==> src/hdl/art_pwm_defs.svh <==
// Register offsets, field positions and reset values of the auto-reload PWM timer
`ifndef ART_PWM_DEFS_SVH
`define ART_PWM_DEFS_SVH

// Byte offsets of the register words
`define OFF_TIMER_CONTROL_STATUS 8'h00
`define OFF_LIVE_COUNTER_ACCESS 8'h04
`define OFF_RELOAD_VALUE 8'h08
`define OFF_PWM_OUTPUT_CONTROL 8'h0C
`define OFF_CHANNEL_DUTY0 8'h10
`define OFF_CHANNEL_DUTY3 8'h1C
`define OFF_CAPTURE_CONTROL_STATUS 8'h20
`define OFF_CAPTURE_DATA1 8'h28
`define OFF_CAPTURE_DATA2 8'h2C

// timer_control_status fields
`define CSR_CLOCK_SOURCE_SELECT 7
`define CSR_DIVIDER_CODE_HI 6
`define CSR_DIVIDER_CODE_LO 4
`define CSR_COUNTER_RUN 3
`define CSR_FORCE_RELOAD 2
`define CSR_WRAP_IRQ_ENABLE 1
`define CSR_WRAP_FLAG 0

// pwm_output_control fields
`define PWM_OE_HI 7
`define PWM_OE_LO 4
`define PWM_POL_HI 3
`define PWM_POL_LO 0

// capture_control_status fields
`define CAP_EDGE_LO 4
`define CAP_IRQ_ENABLE_LO 2
`define CAP_FLAG_LO 0

// Reset values and counter top
`define RST_BYTE 8'h00
`define RST_PRESCALER 7'h00
`define COUNTER_TOP 8'hFF

`endif

==> src/hdl/art_pwm_pkg.sv <==
// Types shared by the auto-reload PWM timer
package art_pwm_pkg;

  typedef struct packed {
    logic clock_source_select;
    logic [2:0] divider_code;
    logic counter_run;
    logic wrap_irq_enable;
  } timer_ctl_t;

  typedef struct packed {
    logic [3:0] pwm_oe;
    logic [3:0] pwm_polarity;
  } pwm_ctl_t;

  typedef struct packed {
    logic [1:0] capture_edge;
    logic [1:0] capture_irq_enable;
  } cap_ctl_t;

  typedef enum logic [2:0] {
    SEL_CSR, SEL_CAR, SEL_ARR, SEL_PWM, SEL_DUTY, SEL_CAP, SEL_ICR, SEL_NONE
  } reg_sel_t;

endpackage

==> src/hdl/art_pwm_timer.sv <==
// Auto-reload 8-bit PWM timer with capture, APB register slave
//
// Local design decisions: the register offsets and the APB interface to the registers.
`timescale 1ns/1ns
`include "art_pwm_defs.svh"

// Function
// - Prescaler input is pclk when source select is 0, external count pin when 1.
// - Counter rate is prescaler input divided by two to the divider code.
// - Counter run bit low freezes prescaler and counter.
// - Force reload reads zero; writing one loads reload value, clears prescaler.
// - Wrap interrupt request follows wrap flag AND its enable, registered one clock later.
// - Wrap flag sets on FFh wrap, clears when status register is read.
// - Counter access register reads live count and overwrites it while running.
// - On wrap counter reloads and PWM levels switch per polarity.
// - Output enable bit connects each PWM channel to its pin.
// - Polarity 0: high while count <= compare, low above; 1 inverts.
// - Changing polarity inverts the output at once.
// - Duty sets second edge; reload value sets the common first edge.
// - Top two capture status bits read as zero.
// - Capture edge bit: 0 falling, 1 rising edge triggers capture.
// - Each capture channel has its own interrupt enable.
// - Capture flag sets on capture, clears on reading that capture data.
// - All control registers reset to zero.
// - Compare shadow loads from duty register only at wrap.
// - Selected capture edge copies current count into capture data.
// - Further captures blocked until capture data is read.
// - Counter access write also clears the prescaler.
module art_pwm_timer import art_pwm_pkg::*; #(
  parameter int ADDR_W = 8,
  parameter int NUM_PWM = 4,
  parameter int NUM_CAP = 2
) (
  input wire logic pclk,
  input wire logic presetn,
  input wire logic psel,
  input wire logic penable,
  input wire logic pwrite,
  input wire logic [ADDR_W-1:0] paddr,
  input wire logic [31:0] pwdata,
  output logic [31:0] prdata,
  output logic pready,
  output logic pslverr,
  input wire logic ext_count_clk,
  input wire logic [NUM_CAP-1:0] capture_pin,
  output logic [NUM_PWM-1:0] pwm_out,
  output logic [NUM_PWM-1:0] pwm_oe,
  output logic wrap_irq,
  output logic [NUM_CAP-1:0] capture_irq
);

  if (NUM_PWM != 4 || NUM_CAP != 2 || ADDR_W < 6) begin : g_check
    $error("art_pwm_timer: unsupported channel count or address width");
  end

  function automatic reg_sel_t decode(input logic [ADDR_W-1:0] a);
    logic [7:0] off;
    off = 8'(a);
    if (a[ADDR_W-1:0] != ADDR_W'(off)) return SEL_NONE;
    if (off == `OFF_TIMER_CONTROL_STATUS) return SEL_CSR;
    if (off == `OFF_LIVE_COUNTER_ACCESS) return SEL_CAR;
    if (off == `OFF_RELOAD_VALUE) return SEL_ARR;
    if (off == `OFF_PWM_OUTPUT_CONTROL) return SEL_PWM;
    if (off >= `OFF_CHANNEL_DUTY0 && off <= `OFF_CHANNEL_DUTY3 && off[1:0] == 2'b00)
      return SEL_DUTY;
    if (off == `OFF_CAPTURE_CONTROL_STATUS) return SEL_CAP;
    if (off == `OFF_CAPTURE_DATA1 || off == `OFF_CAPTURE_DATA2) return SEL_ICR;
    return SEL_NONE;
  endfunction

  // Low bits of the prescaler that must be all ones for a counter tick
  function automatic logic [6:0] tap_mask(input logic [2:0] code);
    return 7'((8'h01 << code) - 8'h01);
  endfunction

  timer_ctl_t ctl_r;
  pwm_ctl_t pwm_ctl_r;
  cap_ctl_t cap_ctl_r;
  logic wrap_flag_r;
  logic [7:0] cnt_r;
  logic [6:0] pre_r;
  logic [7:0] reload_r;
  logic [7:0] duty_r [NUM_PWM];
  logic [NUM_CAP-1:0] cap_flag;
  logic [7:0] cap_data [NUM_CAP];
  logic [NUM_CAP-1:0] cap_clr_now;
  logic [7:0] shadow0;

  // APB phases
  logic setup;
  logic acc;
  logic wr_acc;
  logic rd_acc;
  reg_sel_t sel;
  logic [1:0] duty_idx;
  logic icr_idx;
  logic [7:0] wbyte;

  assign setup = psel && !penable;
  assign acc = psel && penable && pready;
  assign wr_acc = acc && pwrite;
  assign rd_acc = acc && !pwrite;
  assign sel = decode(paddr);
  assign duty_idx = paddr[3:2];
  assign icr_idx = paddr[2];
  assign wbyte = pwdata[7:0];

  // Read clears only the flags that the read actually reported
  logic wrap_clr_r;
  logic [NUM_CAP-1:0] cap_clr_r;
  logic [7:0] rd_val;

  always_comb begin
    rd_val = `RST_BYTE;
    unique case (sel)
      SEL_CSR: rd_val = {ctl_r.clock_source_select, ctl_r.divider_code, ctl_r.counter_run,
                         1'b0, ctl_r.wrap_irq_enable, wrap_flag_r};
      SEL_CAR: rd_val = cnt_r;
      SEL_ARR: rd_val = reload_r;
      SEL_PWM: rd_val = pwm_ctl_r;
      SEL_DUTY: rd_val = duty_r[duty_idx];
      SEL_CAP: rd_val = {2'b00, cap_ctl_r, cap_flag};
      SEL_ICR: rd_val = cap_data[icr_idx];
      SEL_NONE: rd_val = `RST_BYTE;
    endcase
  end

  // Zero-wait slave: answer in the cycle after setup
  always_ff @(posedge pclk or negedge presetn) begin
    if (!presetn) begin
      pready <= 1'b0;
      pslverr <= 1'b0;
      prdata <= 32'h0000_0000;
    end else begin
      pready <= setup;
      pslverr <= setup && (sel == SEL_NONE);
      if (setup && !pwrite) begin
        prdata <= {24'h00_0000, rd_val};
      end
    end
  end

  always_ff @(posedge pclk or negedge presetn) begin
    if (!presetn) begin
      wrap_clr_r <= 1'b0;
      cap_clr_r <= '0;
    end else if (setup) begin
      wrap_clr_r <= !pwrite && sel == SEL_CSR && wrap_flag_r;
      cap_clr_r <= '0;
      if (!pwrite && sel == SEL_ICR) begin
        cap_clr_r[icr_idx] <= cap_flag[icr_idx];
      end
    end
  end

  assign cap_clr_now = rd_acc ? cap_clr_r : '0;

  // Software-written control registers
  always_ff @(posedge pclk or negedge presetn) begin
    if (!presetn) begin
      ctl_r <= '0;
      pwm_ctl_r <= '0;
      cap_ctl_r <= '0;
      reload_r <= `RST_BYTE;
    end else if (wr_acc) begin
      unique case (sel)
        SEL_CSR: ctl_r <= '{clock_source_select: wbyte[`CSR_CLOCK_SOURCE_SELECT],
                           divider_code: wbyte[`CSR_DIVIDER_CODE_HI:`CSR_DIVIDER_CODE_LO],
                           counter_run: wbyte[`CSR_COUNTER_RUN],
                           wrap_irq_enable: wbyte[`CSR_WRAP_IRQ_ENABLE]};
        SEL_ARR: reload_r <= wbyte;
        SEL_PWM: pwm_ctl_r <= wbyte;
        SEL_CAP: cap_ctl_r <= wbyte[5:2];
        default: ;
      endcase
    end
  end

  always_ff @(posedge pclk or negedge presetn) begin
    if (!presetn) begin
      for (int i = 0; i < NUM_PWM; i++) begin
        duty_r[i] <= `RST_BYTE;
      end
    end else if (wr_acc && sel == SEL_DUTY) begin
      duty_r[duty_idx] <= wbyte;
    end
  end

  // External count pin: two-flop synchroniser plus edge stage
  logic ext_s1_r;
  logic ext_s2_r;
  logic ext_s3_r;
  logic ext_rise;

  always_ff @(posedge pclk or negedge presetn) begin
    if (!presetn) begin
      ext_s1_r <= 1'b0;
      ext_s2_r <= 1'b0;
      ext_s3_r <= 1'b0;
    end else begin
      ext_s1_r <= ext_count_clk;
      ext_s2_r <= ext_s1_r;
      ext_s3_r <= ext_s2_r;
    end
  end

  assign ext_rise = ext_s2_r && !ext_s3_r;

  // Prescaler and counter
  logic pre_tick;
  logic cnt_tick;
  logic wrap;
  logic car_wr;
  logic force_wr;
  logic [6:0] mask;

  assign mask = tap_mask(ctl_r.divider_code);
  assign pre_tick = ctl_r.counter_run &&
                    (ctl_r.clock_source_select ? ext_rise : 1'b1);
  assign cnt_tick = pre_tick && ((pre_r & mask) == mask);
  assign wrap = cnt_tick && cnt_r == `COUNTER_TOP;
  assign car_wr = wr_acc && sel == SEL_CAR;
  assign force_wr = wr_acc && sel == SEL_CSR && wbyte[`CSR_FORCE_RELOAD];

  always_ff @(posedge pclk or negedge presetn) begin
    if (!presetn) begin
      pre_r <= `RST_PRESCALER;
    end else if (car_wr || force_wr) begin
      pre_r <= `RST_PRESCALER;
    end else if (pre_tick) begin
      pre_r <= pre_r + 7'h01;
    end
  end

  always_ff @(posedge pclk or negedge presetn) begin
    if (!presetn) begin
      cnt_r <= `RST_BYTE;
    end else if (car_wr) begin
      cnt_r <= wbyte;
    end else if (force_wr) begin
      cnt_r <= reload_r;
    end else if (wrap) begin
      cnt_r <= reload_r;
    end else if (cnt_tick) begin
      cnt_r <= cnt_r + 8'h01;
    end
  end

  always_ff @(posedge pclk or negedge presetn) begin
    if (!presetn) begin
      wrap_flag_r <= 1'b0;
    end else if (wrap) begin
      wrap_flag_r <= 1'b1;
    end else if (rd_acc && wrap_clr_r) begin
      wrap_flag_r <= 1'b0;
    end
  end

  always_ff @(posedge pclk or negedge presetn) begin
    if (!presetn) begin
      wrap_irq <= 1'b0;
    end else begin
      wrap_irq <= wrap_flag_r && ctl_r.wrap_irq_enable;
    end
  end

  // PWM channels
  for (genvar g = 0; g < NUM_PWM; g++) begin : g_pwm
    logic [7:0] shadow_r;
    logic out_r;
    logic oe_r;

    always_ff @(posedge pclk or negedge presetn) begin
      if (!presetn) begin
        shadow_r <= `RST_BYTE;
      end else if (wrap) begin
        shadow_r <= duty_r[g];
      end
    end

    always_ff @(posedge pclk or negedge presetn) begin
      if (!presetn) begin
        out_r <= 1'b0;
        oe_r <= 1'b0;
      end else begin
        oe_r <= pwm_ctl_r.pwm_oe[g];
        out_r <= pwm_ctl_r.pwm_oe[g] &&
                 ((cnt_r <= shadow_r) ^ pwm_ctl_r.pwm_polarity[g]);
      end
    end

    assign pwm_out[g] = out_r;
    assign pwm_oe[g] = oe_r;
  end

  assign shadow0 = g_pwm[0].shadow_r;

  // Capture channels
  for (genvar c = 0; c < NUM_CAP; c++) begin : g_cap
    logic s1_r;
    logic s2_r;
    logic s3_r;
    logic hit;
    logic flag_r;
    logic [7:0] data_r;
    logic irq_r;

    always_ff @(posedge pclk or negedge presetn) begin
      if (!presetn) begin
        s1_r <= 1'b0;
        s2_r <= 1'b0;
        s3_r <= 1'b0;
      end else begin
        s1_r <= capture_pin[c];
        s2_r <= s1_r;
        s3_r <= s2_r;
      end
    end

    assign hit = cap_ctl_r.capture_edge[c] ? (s2_r && !s3_r) : (!s2_r && s3_r);

    // A capture in the clearing cycle is kept
    always_ff @(posedge pclk or negedge presetn) begin
      if (!presetn) begin
        flag_r <= 1'b0;
        data_r <= `RST_BYTE;
      end else if (hit && (!flag_r || cap_clr_now[c])) begin
        flag_r <= 1'b1;
        data_r <= cnt_r;
      end else if (cap_clr_now[c]) begin
        flag_r <= 1'b0;
      end
    end

    always_ff @(posedge pclk or negedge presetn) begin
      if (!presetn) begin
        irq_r <= 1'b0;
      end else begin
        irq_r <= flag_r && cap_ctl_r.capture_irq_enable[c];
      end
    end

    assign cap_flag[c] = flag_r;
    assign cap_data[c] = data_r;
    assign capture_irq[c] = irq_r;
  end
endmodule

==> config.mk <==
export PLATFORM = sky130hd
export DESIGN_NAME = art_pwm_timer
export DESIGN_NICKNAME = d
export VERILOG_FILES = /design/src/hdl/art_pwm_pkg.sv /design/src/hdl/art_pwm_timer.sv
export VERILOG_INCLUDE_DIRS = /design/src /design/src/hdl
export SDC_FILE = /design/constraint.sdc
export NUM_CORES = 1
export LEC_CHECK = 0
export ABC_CLOCK_PERIOD_IN_PS = 2600
export BUFFER_PORTS_ARGS = -buffer_cell sky130_fd_sc_hd__buf_2
export CAP_MARGIN = 25
export CELL_PAD_IN_SITES_DETAIL_PLACEMENT = 0
export CELL_PAD_IN_SITES_GLOBAL_PLACEMENT = 2
export CORE_UTILIZATION = 35
export CTS_CLUSTER_SIZE = 16
export DETAILED_ROUTE_END_ITERATION = 8
export MAX_ROUTING_LAYER = met4
export PLACE_DENSITY_LB_ADDON = 0.08
export SKIP_CTS_REPAIR_TIMING = 1
export SLEW_MARGIN = 20
export SYNTH_ARGS = -nofsm -noshare
export SYNTH_HDL_FRONTEND = slang
export SYNTH_SLANG_ARGS = --single-unit
==> constraint.sdc <==
create_clock -name pclk -period 2.6 [get_ports pclk]
set_clock_uncertainty 0.2 [all_clocks]
set_input_delay 0.26 -clock pclk [delete_from_list [all_inputs] [get_ports pclk]]
set_output_delay 0.26 -clock pclk [all_outputs]
set_load 0.01 [all_outputs]
# After elaboration in Yosys (flattened, before gate mapping)
# Index checks and enable logic that the tools add are counted.
dict set report totals {
  reg_bits 157
  in_bits 48
  out_inout_bits 45
  word_cells 224
}
dict set report op_classes {
  magnitude_cmp 11
  n_shift 1
  eq_ne 15
  reduce_logical 61
  n_mux 76
  bitwise_logic 8
  addsub 3
}
# op count
set ops {}
lappend ops {{$mux W8} 10}
lappend ops {{$pmux W8 S8} 1}
lappend ops {{$mux W3} 17}
lappend ops {{$mux W1} 40}
lappend ops {{$logic_and A1 B1 Y1} 36}
lappend ops {{$bwmux W32} 1}
lappend ops {{$le A8 B8 Y1} 4}
lappend ops {{$eq A8 B6 Y1 const B} 3}
lappend ops {{$bmux W8 S2} 1}
lappend ops {{$demux W8 S2} 1}
lappend ops {{$eq A8 B4 Y1 const B} 2}
lappend ops {{$mux W7} 2}
lappend ops {{$eq A3 B3 Y1 const B} 4}
lappend ops {{$logic_not A1 Y1} 9}
lappend ops {{$add A8 B1 Y8 const B} 1}
lappend ops {{$eq A8 B3 Y1 const B} 1}
lappend ops {{$eq A8 B8 Y1 const B} 1}
lappend ops {{$ge A8 B5 Y1 const B} 1}
lappend ops {{$le A8 B5 Y1 const B} 1}
lappend ops {{$logic_not A8 Y1} 1}
lappend ops {{$reduce_and A2 Y1} 4}
lappend ops {{$reduce_bool A2 Y1} 4}
lappend ops {{$add A7 B1 Y7 const B} 1}
lappend ops {{$and A7 B7 Y7} 1}
lappend ops {{20 further kinds} 28}

# Logic depth before layout (Yosys ltp)
# Gate-level depths: netlist of run 1.
dict set report logic_depth {
  depth_word 35
  ltp_mapped 11
  depth_no_buf 9
}

# Worst setup path after synthesis of run 1
# OpenSTA, ideal clock, no wires.
dict set report synth_path {
  path_type {reg2reg}
  start {reg ctl_r[2] (netlist bit)}
  end {reg cnt_r[0]}
  path_buffers 1
  stages_incl_launch_ff 10
  period_less_slack_ps 2872
  setup_ps 126
  path_slack_ps -272
  arrival_ps 2546
  required_time_ps 2274
  cell_sequence {dfrtp_1 > clkbuf_1 > or3_1 > ha_1 > nor4b_1 > a211oi_1 > o2111ai_2 > o22a_1 > nor4_1 > a311o_1}
}
dict set report synth_between {
  elab_chain_len 9
  word_cells_on_any_way 10
  classes_between {1 x add/sub; 1 x eq/ne; 1 x shift; 3 x mux; 1 x bitwise; 3 x reduce/logical}
}
# item line_no
set synth_rtl {}
lappend synth_rtl {{start, declared} art_pwm_timer.sv:76} ;# timer_ctl_t ctl_r;
lappend synth_rtl {{start signal, assigned} art_pwm_timer.sv:167} ;# SEL_CSR: ctl_r <= '{clock_source_select: wbyte[`CSR_CLOCK_SOURCE_SELECT],
lappend synth_rtl {{$shl A1 B3 Y7 *} art_pwm_timer.sv:73} ;# return 7'((8'h01 << code) - 8'h01);
lappend synth_rtl {{$sub A7 B1 Y7 *} art_pwm_timer.sv:73}
lappend synth_rtl {{$and A7 B7 Y7} art_pwm_timer.sv:220} ;# assign cnt_tick = pre_tick && ((pre_r & mask) == mask);
lappend synth_rtl {{$eq A7 B7 Y1 *} art_pwm_timer.sv:220}
lappend synth_rtl {{$logic_and A1 B1 Y1 *} art_pwm_timer.sv:220}
lappend synth_rtl {{$logic_and A1 B1 Y1 (no line)} n/a}
lappend synth_rtl {{$mux W8} art_pwm_timer.sv:242} ;# end else if (wrap) begin
lappend synth_rtl {{$mux W8} art_pwm_timer.sv:240} ;# end else if (force_wr) begin
lappend synth_rtl {{$mux W8} art_pwm_timer.sv:238} ;# end else if (car_wr) begin
lappend synth_rtl {{end signal, assigned} art_pwm_timer.sv:239} ;# cnt_r <= wbyte;
lappend synth_rtl {{end signal, assigned} art_pwm_timer.sv:241} ;# cnt_r <= reload_r;
lappend synth_rtl {{end signal, assigned} art_pwm_timer.sv:243} ;# cnt_r <= reload_r;
lappend synth_rtl {{end, declared} art_pwm_timer.sv:80} ;# logic [7:0] cnt_r;
# Mark *: on every way between the ends. The rest lies on a longest branch, timed or not.
# A chain may end at the register's enable or synchronous reset.

# Worst setup path after layout of run 1
dict set report layout_path {
  start {reg ctl_r[2] (netlist bit)}
  end {reg g_pwm[3].shadow_r[6]}
}
dict set report layout_between {
  elab_chain_len 6
}
# item line_no
set layout_rtl {}
lappend layout_rtl {{$shl A1 B3 Y7 *} art_pwm_timer.sv:73}
lappend layout_rtl {{$sub A7 B1 Y7 *} art_pwm_timer.sv:73}
lappend layout_rtl {{$and A7 B7 Y7} art_pwm_timer.sv:220}
lappend layout_rtl {{$eq A7 B7 Y1 *} art_pwm_timer.sv:220}
lappend layout_rtl {{$logic_and A1 B1 Y1 *} art_pwm_timer.sv:220}
lappend layout_rtl {{$logic_and A1 B1 Y1 (no line) *} n/a}
lappend layout_rtl {{end signal, assigned} art_pwm_timer.sv:275} ;# shadow_r <= `RST_BYTE;
lappend layout_rtl {{end signal, assigned} art_pwm_timer.sv:277} ;# shadow_r <= duty_r[g];
lappend layout_rtl {{end, declared} art_pwm_timer.sv:269} ;# logic [7:0] shadow_r;
# Marks and branches as above.

==> flow_summary.yaml, run 1 <==
drt:
  drc_errors: 0
  drt_first_pass_iters: 5
  ant_nets: 0
  viasPerCell: 5.10
  vias: 5947
  totalWireLength_mm: 23.2
  wire_per_inst_um: 19.9
  drt_iter0_drc: 304
yosys:
  synth-xor-area-share_pct: 1.07
  async_flop_share_pct: 100
  ys_seq_area_share_pct: 48.0
  synth_cell_types: 69
  synth_adder_area_share_pct: 5.35
  ys.warnings.count: 0
  synthCells: 762
  synth-compound-area-share_pct: 11.1
  synthSimpleGateAreaFrac_pct: 12.8
  syn_area_per_cell_um2: 10.8
  ys.flop_type: "dfrtp_1"
  synth_edf_count: 0
  muxShareOfSynthArea_pct: 15.2
  synth_top_family_by_area: "multiplexers"
  ys_seq_elements: 157
  synth_area_um2: 8190
floorplan:
  start_util_pct: 36.0
  ios: 93
  rows: 55
  die_height_um: 155
  die_area_um2: 24000
  die_x_um: 155
  core_area_um2: 22800
critical_path:
  worst-path-max-fanout: 8
  critPathCaptureType: "flip-flop"
  arrival_ns: 2.82
  required_ns: 2.75
  crit_type: "reg2reg"
  worstSetupStartpointType: "flip-flop"
placed_design:
  place_ws_ns: -0.0796
  gp_congestion: 0.848
  io_buffers: 44
  dp.cells: 1121
  dp_hpwl_mm: 16.6
sta:
  period_minus_slack_ns: 2.67
  rsz0062_at_grt: "true"
  slew_headroom_pct: 61.5
  hold_viol_final: 0
  timing.fmax_ghz: 0.375
  setup_viol: 33
  tightest_slew_ns: 0.577
  fin_ws_ns: -0.0689
  slew_violations: 0
  min_period_over_period_pct: 103
  holdWs_ns: 0.0517
global_routing:
  grt_use_total_pct: 21.0
  overflow: 0
  grt_max_degree: 60
  grt_pass1_wl_mm: 35.9
  grt_antenna_before_repair: 0
  grt_pass1_vias: 6175
flow_run:
  drv_cap: 0
finish:
  final_cells: 1165
  finalNetCount: 924
  layout_common_cells: "dfrtp_1 (157), nand2_1 (80), mux2_2 (67)"
  area_growth_pct: 19.3
  postLayoutCoreUtil_pct: 42.9
  layout_commonest_cell: "dfrtp_1"
  antenna_cells: 0
  drive_above_1_share_pct: 27.7
pwr:
  peakVddDrop_v: 0.000425
  p_leak_uw: 0.00463
  p_per_area_nw_per_um2: 558
  finalPower_uw: 5450
status:
  status: "complete, but fails checks"
  violations: "setup timing"
clocking:
  path_clk_slew_ns: 0.06
  htree_levels: 4
  cts_sinks: 157
  clock_path_buffers: 2
  clk-insertion-delay-late_ns: 0.43
  cts_root_buf: "clkbuf_16"
  numCtsBuffers: 17
  cts_tree: "yes"
worst_hold_path:
  holdCritPathClass: "in2reg"
[cell usage after synthesis (2+ instances only)]
| library cell | number | share of area, % |
|---|---|---|
| inv_1 | 40 | 1.8 |
| and2_1 | 5 | 0.38 |
| or2_1 | 2 | 0.15 |
| buf_1 | 4 | 0.18 |
| mux2_2 | 67 | 9.2 |
| o21ai_0 | 46 | 2.8 |
| nor2b_1 | 8 | 0.61 |
| buf_4 | 34 | 3.1 |
| mux4_2 | 8 | 2.2 |
| buf_2 | 5 | 0.31 |
| nand2_1 | 87 | 4.0 |
| and4_1 | 3 | 0.32 |
| a211oi_1 | 4 | 0.37 |
| and3_1 | 3 | 0.23 |
| clkbuf_1 | 19 | 0.87 |
| nor2_2 | 3 | 0.23 |
| or2_2 | 2 | 0.15 |
| nand3_2 | 2 | 0.24 |
| o31ai_1 | 6 | 0.55 |
| a221oi_1 | 5 | 0.53 |
| nand3_1 | 23 | 1.4 |
| nor2_1 | 32 | 1.5 |
| mux2i_1 | 22 | 2.7 |
| o41ai_1 | 2 | 0.21 |
| nor3_1 | 7 | 0.43 |
| o22ai_1 | 9 | 0.69 |
| nor3_4 | 2 | 0.40 |
| a21o_1 | 5 | 0.46 |
| nand2b_1 | 10 | 0.76 |
| a22oi_1 | 8 | 0.73 |
| a2bb2oi_1 | 2 | 0.21 |
| xor2_1 | 5 | 0.53 |
| mux2_1 | 8 | 1.1 |
| nor3b_1 | 2 | 0.18 |
| ha_1 | 35 | 5.3 |
| nand4_1 | 4 | 0.31 |
| dfrtp_1 | 157 | 48 |
| a21oi_1 | 22 | 1.3 |
| o21a_1 | 8 | 0.73 |
| o2bb2ai_1 | 3 | 0.32 |
| xnor2_1 | 5 | 0.53 |
| or3_1 | 5 | 0.38 |
| o21ai_1 | 7 | 0.43 |
[routing by layer]
metal  track usage (%)  up-vias  part of all wire, %
met4              7.83        0                  2.9
met1              25.4     2993                   44
li1                  -     2789                    -
met2              34.4      126                   49
met5                 -        -                    0
met3              4.54       39                  3.5
[cells by family after synthesis]
group	Yosys count
and+or+nand+nor	210
DFF	157
muxes	105
other	1
buffers and inverters	103
xor gates and xnor gates	10
AOI/OAI and AO/OA	141
adders and majority gates	35
[report_power, final]
group | leakage [uW] | total [uW] | switching, uW | internal (uW)
registers | 0.00212 | 2500 | 28.5 | 2470
logic | 0.00224 | 456 | 291 | 165
clock network | 0.000272 | 2490 | 1030 | 1460
[area by class of cell]
type | count | area [um^2]
Clock inverter | 9 | 114
Tap cell | 313 | 392
Clock buffer | 21 | 460
Timing Repair Buffer | 100 | 766
Multi-Input combinational cell | 525 | 3960
Sequential cell | 157 | 3930
Fill cell | 2229 | 13000
Inverter | 40 | 150
[flip-flops by register name, summed over array words and instances (netlist names), 6 cells and up]
name,count
g_cap.data_r,16
cnt_r,8
reload_r,8
duty_r,32
pre_r,7
g_pwm.shadow_r,32
ctl_r,6
pwm_ctl_r,8
prdata,8
[worst max-delay path, stage by stage, from the launching register on]
cell and delay (ns):
dfrtp_1 0.39, or3_4 0.41, ha_4 0.19, nand4b_1 0.15, o31ai_4 0.09, a221o_1 0.40
buf_6 0.15, nor2_4 0.17, buf_4 0.17, clkbuf_16 0.15, nand2_1 0.05, o21ai_0 0.07
[final timing paths]
kind	startpoint	endpoint	slack (ns)	depth (start not counted)
min in group asynchronous	presetn	g_cap[0].flag_r	0.16	2
worst min register to register	g_cap[1].s1_r	g_cap[1].s2_r	0.15	0
max in group asynchronous	presetn	g_cap[0].data_r[6]	1.31	3
worst max register to register	ctl_r[2]	g_pwm[3].shadow_r[6]	-0.07	11
worst max-delay path	ctl_r[2]	g_pwm[3].shadow_r[6]	-0.07	11
worst min-delay path	pwdata[0]	pwm_ctl_r[0]	0.05	2
[stage by stage]
| step | setup TNS, ns | instance area (um^2) |
|---|---|---|
| finish | -0.855 | 9770 |
| global route | -4.19 | 9770 |
| CTS | -0.401 | 9500 |
| detailed placement | -0.344 | 8930 |
| global placement | -0.0464 | 8930 |
| floorplan | -0.0978 | 8340 |
Power figures use the tool's default switching activity.
==> run 2, diff against run 1 <==
--- a/config.mk
+++ b/config.mk
@@ -6,12 +6,11 @@
 export SDC_FILE = /design/constraint.sdc
 export NUM_CORES = 1
 export LEC_CHECK = 0
-export ABC_CLOCK_PERIOD_IN_PS = 2600
 export BUFFER_PORTS_ARGS = -buffer_cell sky130_fd_sc_hd__buf_2
 export CAP_MARGIN = 25
 export CELL_PAD_IN_SITES_DETAIL_PLACEMENT = 0
 export CELL_PAD_IN_SITES_GLOBAL_PLACEMENT = 2
-export CORE_UTILIZATION = 35
+export CORE_UTILIZATION = 42
 export CTS_CLUSTER_SIZE = 16
 export DETAILED_ROUTE_END_ITERATION = 8
 export MAX_ROUTING_LAYER = met4
==> constraint.sdc (replaced) <==
create_clock -name pclk -period 3.19 [get_ports pclk]
set_clock_uncertainty 0.2 [all_clocks]
set_input_delay 0.319 -clock pclk [delete_from_list [all_inputs] [get_ports pclk]]
set_output_delay 0.319 -clock pclk [all_outputs]
set_load 0.01 [all_outputs]
==> flow_summary.yaml, run 2 (same netlist as run 1, synthesis figures left out) <==
status:
  status: "finished, final reports clean"
drt:
  drc_errors: 0
  viasPerCell: 5.40
  ant_nets: 0
  drt_iter0_drc: 343
  totalWireLength_mm: 21.8
  drt_first_pass_iters: 5
  wire_per_inst_um: 20.0
  vias: 5883
placed_design:
  gp_congestion: 0.855
  io_buffers: 44
  dp.cells: 1052
  dp_hpwl_mm: 15.5
floorplan:
  die_x_um: 142
  die_height_um: 142
  die_area_um2: 20100
  ios: 93
  rows: 50
  start_util_pct: 43.4
  core_area_um2: 18900
critical_path:
  worstSetupStartpointType: "flip-flop"
  crit_type: "reg2reg"
  critPathCaptureType: "flip-flop"
  required_ns: 3.34
  worst-path-max-fanout: 7
  arrival_ns: 3.13
sta:
  period_minus_slack_ns: 2.98
  timing.fmax_ghz: 0.336
  final.setup.tns_ns: 0
  hold_viol_final: 0
  setup_viol: 0
  rsz0062_at_grt: "false"
  slew_violations: 0
  slew_headroom_pct: 50.1
  tightest_slew_ns: 0.748
  min_period_over_period_pct: 93.3
pwr:
  p_leak_uw: 0.00445
  peakVddDrop_v: 0.000322
  p_per_area_nw_per_um2: 492
clocking:
  clock_path_buffers: 2
  htree_levels: 4
  numCtsBuffers: 17
  cts_tree: "yes"
  path_clk_slew_ns: 0.06
  cts_sinks: 157
  cts_root_buf: "clkbuf_16"
  clk-insertion-delay-late_ns: 0.44
finish:
  area_growth_pct: 14.2
  final_cells: 1089
  reg_top3: "duty_r: 32 flops, g_pwm.shadow_r: 32 flops, g_cap.data_r: 16 flops"
  fillers: 1767
  layout_commonest_cell: "dfrtp_1"
  antenna_cells: 0
  finalNetCount: 899
  layout_common_cells: "dfrtp_1 (157), nand2_1 (87), mux2_2 (67)"
  drive_above_1_share_pct: 23.0
global_routing:
  grt_pass1_wl_mm: 34.1
  grt_antenna_before_repair: 0
  grt_pass1_vias: 5952
  grt_use_total_pct: 24.0
  overflow: 0
  grt_max_degree: 76
worst_hold_path:
  holdCritPathClass: "in2reg"
flow_run:
  drv_cap: 0
-- run 2: cell count changes in the layout (fill, tap and decap cells not counted), moves of 2 or more --
cell,before,now
nand2_2,5,0
buf_4,38,25
buf_12,5,1
o21ai_1,9,7
clkinvlp_4,3,0
nand2_4,2,0
o21ai_2,5,0
o21ai_0,39,46
buf_6,8,1
nand2_1,80,87
bufinv_16,2,4
-- run 2: through the flow --
step | instance area (um^2) | power (uW) | hold slack [ns] | utilization [%] | setup slack (ns)
2_1_floorplan | 8280 | 2290 | -0.177 | - | 0.318
3_3_place_gp | 8660 | 2420 | 0.132 | 45.9 | 0.273
4_1_cts | 9300 | 4640 | -0.253 | 49.2 | 0.211
3_5_place_dp | 8660 | 2430 | 0.141 | 45.9 | 0.203
5_1_grt | 9360 | 4770 | 0.0497 | 49.5 | 0.0590
6_report | 9360 | 4600 | 0.0345 | 49.5 | 0.213
-- run 2: path summary, 6_finish.rpt --
kind | from | end | slack [ns] | cells past startpoint
worst max-delay path | ctl_r[2] | cnt_r[2] | 0.21 | 8
worst min-delay path | paddr[7] | pslverr | 0.03 | 3
worst max register to register | ctl_r[2] | cnt_r[2] | 0.21 | 8
worst min register to register | g_cap[1].s1_r | g_cap[1].s2_r | 0.15 | 0
max in group asynchronous | presetn | duty_r[17] | 1.64 | 3
min in group asynchronous | presetn | g_cap[0].s2_r | 0.29 | 2
-- run 2: where the power goes --
| group | internal, uW | leakage, uW | switching, uW |
|---|---|---|---|
| registers | 2020 | 0.00212 | 24.2 |
| clock network | 1380 | 0.000312 | 832 |
| logic | 124 | 0.00202 | 229 |
| total | 3520 | 0.00445 | 1080 |
-- run 2: cell type report --
cell class	instances	area, um^2	area share [%]
inverter	40	150	1.60
timing repair buffer	75	484	5.18
clock inverter	9	156	1.67
clock buffer	23	478	5.11
multi-input combinational	525	3830	41.0
tap	260	325	3.48
sequential	157	3930	42.0
-- run 2: critical path: stages, from the launching register on --
cell	delay, ns
dfrtp_1	0.37
or3_1	0.37
ha_1	0.29
and3_1	0.18
a211oi_1	0.27
o2111ai_2	0.31
or2_1	0.47
a31oi_2	0.21
a2bb2oi_1	0.20
-- run 2: per-layer routing --
metal / global-route usage (%) / wire length [um]
met1: 29.5 / 9680
met2: 39.1 / 10700
met3: 4.45 / 823
met4: 9.68 / 511
met5: - / 0
==> run 3, diff against run 2 <==
--- a/config.mk
+++ b/config.mk
@@ -14,7 +14,7 @@
 export CTS_CLUSTER_SIZE = 16
 export DETAILED_ROUTE_END_ITERATION = 8
 export MAX_ROUTING_LAYER = met4
-export PLACE_DENSITY_LB_ADDON = 0.08
+export PLACE_DENSITY_LB_ADDON = 0.1
 export SKIP_CTS_REPAIR_TIMING = 1
 export SLEW_MARGIN = 20
 export SYNTH_ARGS = -nofsm -noshare
==> flow_summary.yaml, run 3 (same netlist as run 1, synthesis figures left out) <==
status:
  status: "finished, final reports clean"
global_routing:
  grt_max_degree: 77
  overflow: 0
  grt_antenna_before_repair: 1
  grt_use_total_pct: 23.4
  grt_pass1_vias: 5844
  grt_pass1_wl_mm: 33.5
critical_path:
  arrival_ns: 3.17
  required_ns: 3.32
  crit_type: "reg2reg"
  cp_slowest_cell: "o2111ai_2"
  cp_cell_sequence: "or3_1 > ha_1 > nor4b_1 > a211oi_1 > o2111ai_2 > or2_1 > a21oi_1 > o31ai_1"
  cpPeakStageDelay_ns: 0.48
  worstSetupStartpointType: "flip-flop"
  worst-path-max-fanout: 7
  critPathCaptureType: "flip-flop"
finish:
  area_growth_pct: 13.8
  fillers: 1737
  layout_common_cells: "dfrtp_1 (157), nand2_1 (87), mux2_2 (67)"
  reg_top3: "duty_r: 32 flops, g_pwm.shadow_r: 32 flops, g_cap.data_r: 16 flops"
  layout_commonest_cell: "dfrtp_1"
  finalNetCount: 896
  postLayoutCoreUtil_pct: 49.3
  drive_above_1_share_pct: 22.9
  seqCellArea_um2: 3930
  multi_input_area_um2: 3830
floorplan:
  start_util_pct: 43.4
  core_area_um2: 18900
  die_height_um: 142
  die_x_um: 142
  ios: 93
  rows: 50
  die_area_um2: 20100
drt:
  vias: 5792
  viasPerCell: 5.33
  drt_first_pass_iters: 5
  wire_per_inst_um: 19.6
  drt_iter0_drc: 375
  drc_errors: 0
  totalWireLength_mm: 21.3
  ant_nets: 0
clocking:
  htree_levels: 4
  path_clk_slew_ns: 0.07
  clk-insertion-delay-late_ns: 0.43
  numCtsBuffers: 17
  cts_tree: "yes"
  cts_sinks: 157
  cts_root_buf: "clkbuf_16"
  clock_path_buffers: 2
sta:
  hold_viol_final: 0
  min_period_over_period_pct: 95.3
  rsz0062_at_grt: "false"
  slew_violations: 0
  tightest_slew_ns: 0.566
  slew_headroom_pct: 61.9
  setup_viol: 0
  period_minus_slack_ns: 3.04
  holdWs_ns: 0.0607
  timing.fmax_ghz: 0.329
  final.setup.tns_ns: 0
pwr:
  p_leak_uw: 0.00440
  p_per_area_nw_per_um2: 473
  peakVddDrop_v: 0.000388
placed_design:
  dp_hpwl_mm: 15.1
  io_buffers: 44
  gp_congestion: 0.831
flow_run:
  drv_cap: 0
worst_hold_path:
  holdCritPathClass: "in2reg"
[run 3: per-layer routing]
layer / vias up / global-route usage [%] / wire length (um)
li1: 2740 / - / -
met1: 2895 / 28.9 / 9460
met2: 127 / 38.3 / 10600
met3: 30 / 4.39 / 815
met4: 0 / 8.38 / 398
met5: - / - / 0
[run 3: final timing paths]
path / end / depth (start not counted) / from / slack (ns)
min reg2reg: g_cap[1].s2_r / 0 / g_cap[1].s1_r / 0.15
max in group asynchronous: g_pwm[3].shadow_r[0] / 3 / presetn / 1.75
max reg2reg: cnt_r[7] / 8 / ctl_r[2] / 0.15
min in group asynchronous: g_cap[1].irq_r / 2 / presetn / 0.22
min: pslverr / 3 / paddr[7] / 0.06
max: cnt_r[7] / 8 / ctl_r[2] / 0.15
[run 3: report_power, final]
part | total [uW] | switching (uW) | internal, uW
logic | 352 | 227 | 125
clock network | 2020 | 840 | 1180
registers | 2040 | 21.7 | 2020
[run 3: cell type report]
| class | count | area share (%) |
|---|---|---|
| Sequential cell | 157 | 42.1 |
| Antenna cell | 1 | 0.0268 |
| Clock inverter | 12 | 1.48 |
| Multi-Input combinational cell | 525 | 41.1 |
| Inverter | 40 | 1.61 |
| Clock buffer | 20 | 4.79 |
| Timing Repair Buffer | 72 | 5.35 |
| Tap cell | 260 | 3.49 |
[run 3: through the flow]
stage	setup WS, ns	power [uW]	cell area (um^2)	std cells
floorplan	0.318	2290	8280	785
global placement	0.271	2420	8680	1049
detailed placement	0.225	2420	8680	1049
CTS	0.179	4440	9260	1081
global route	0.0170	4560	9320	1086
finish	0.149	4410	9320	1087
[run 3: critical path: cells and delay by family, from the launching register on]
kind,cells,cell delay [ns]
compound gates,4,0.93
fa+ha+maj,1,0.29
flops,1,0.37
simple gates,3,1.15
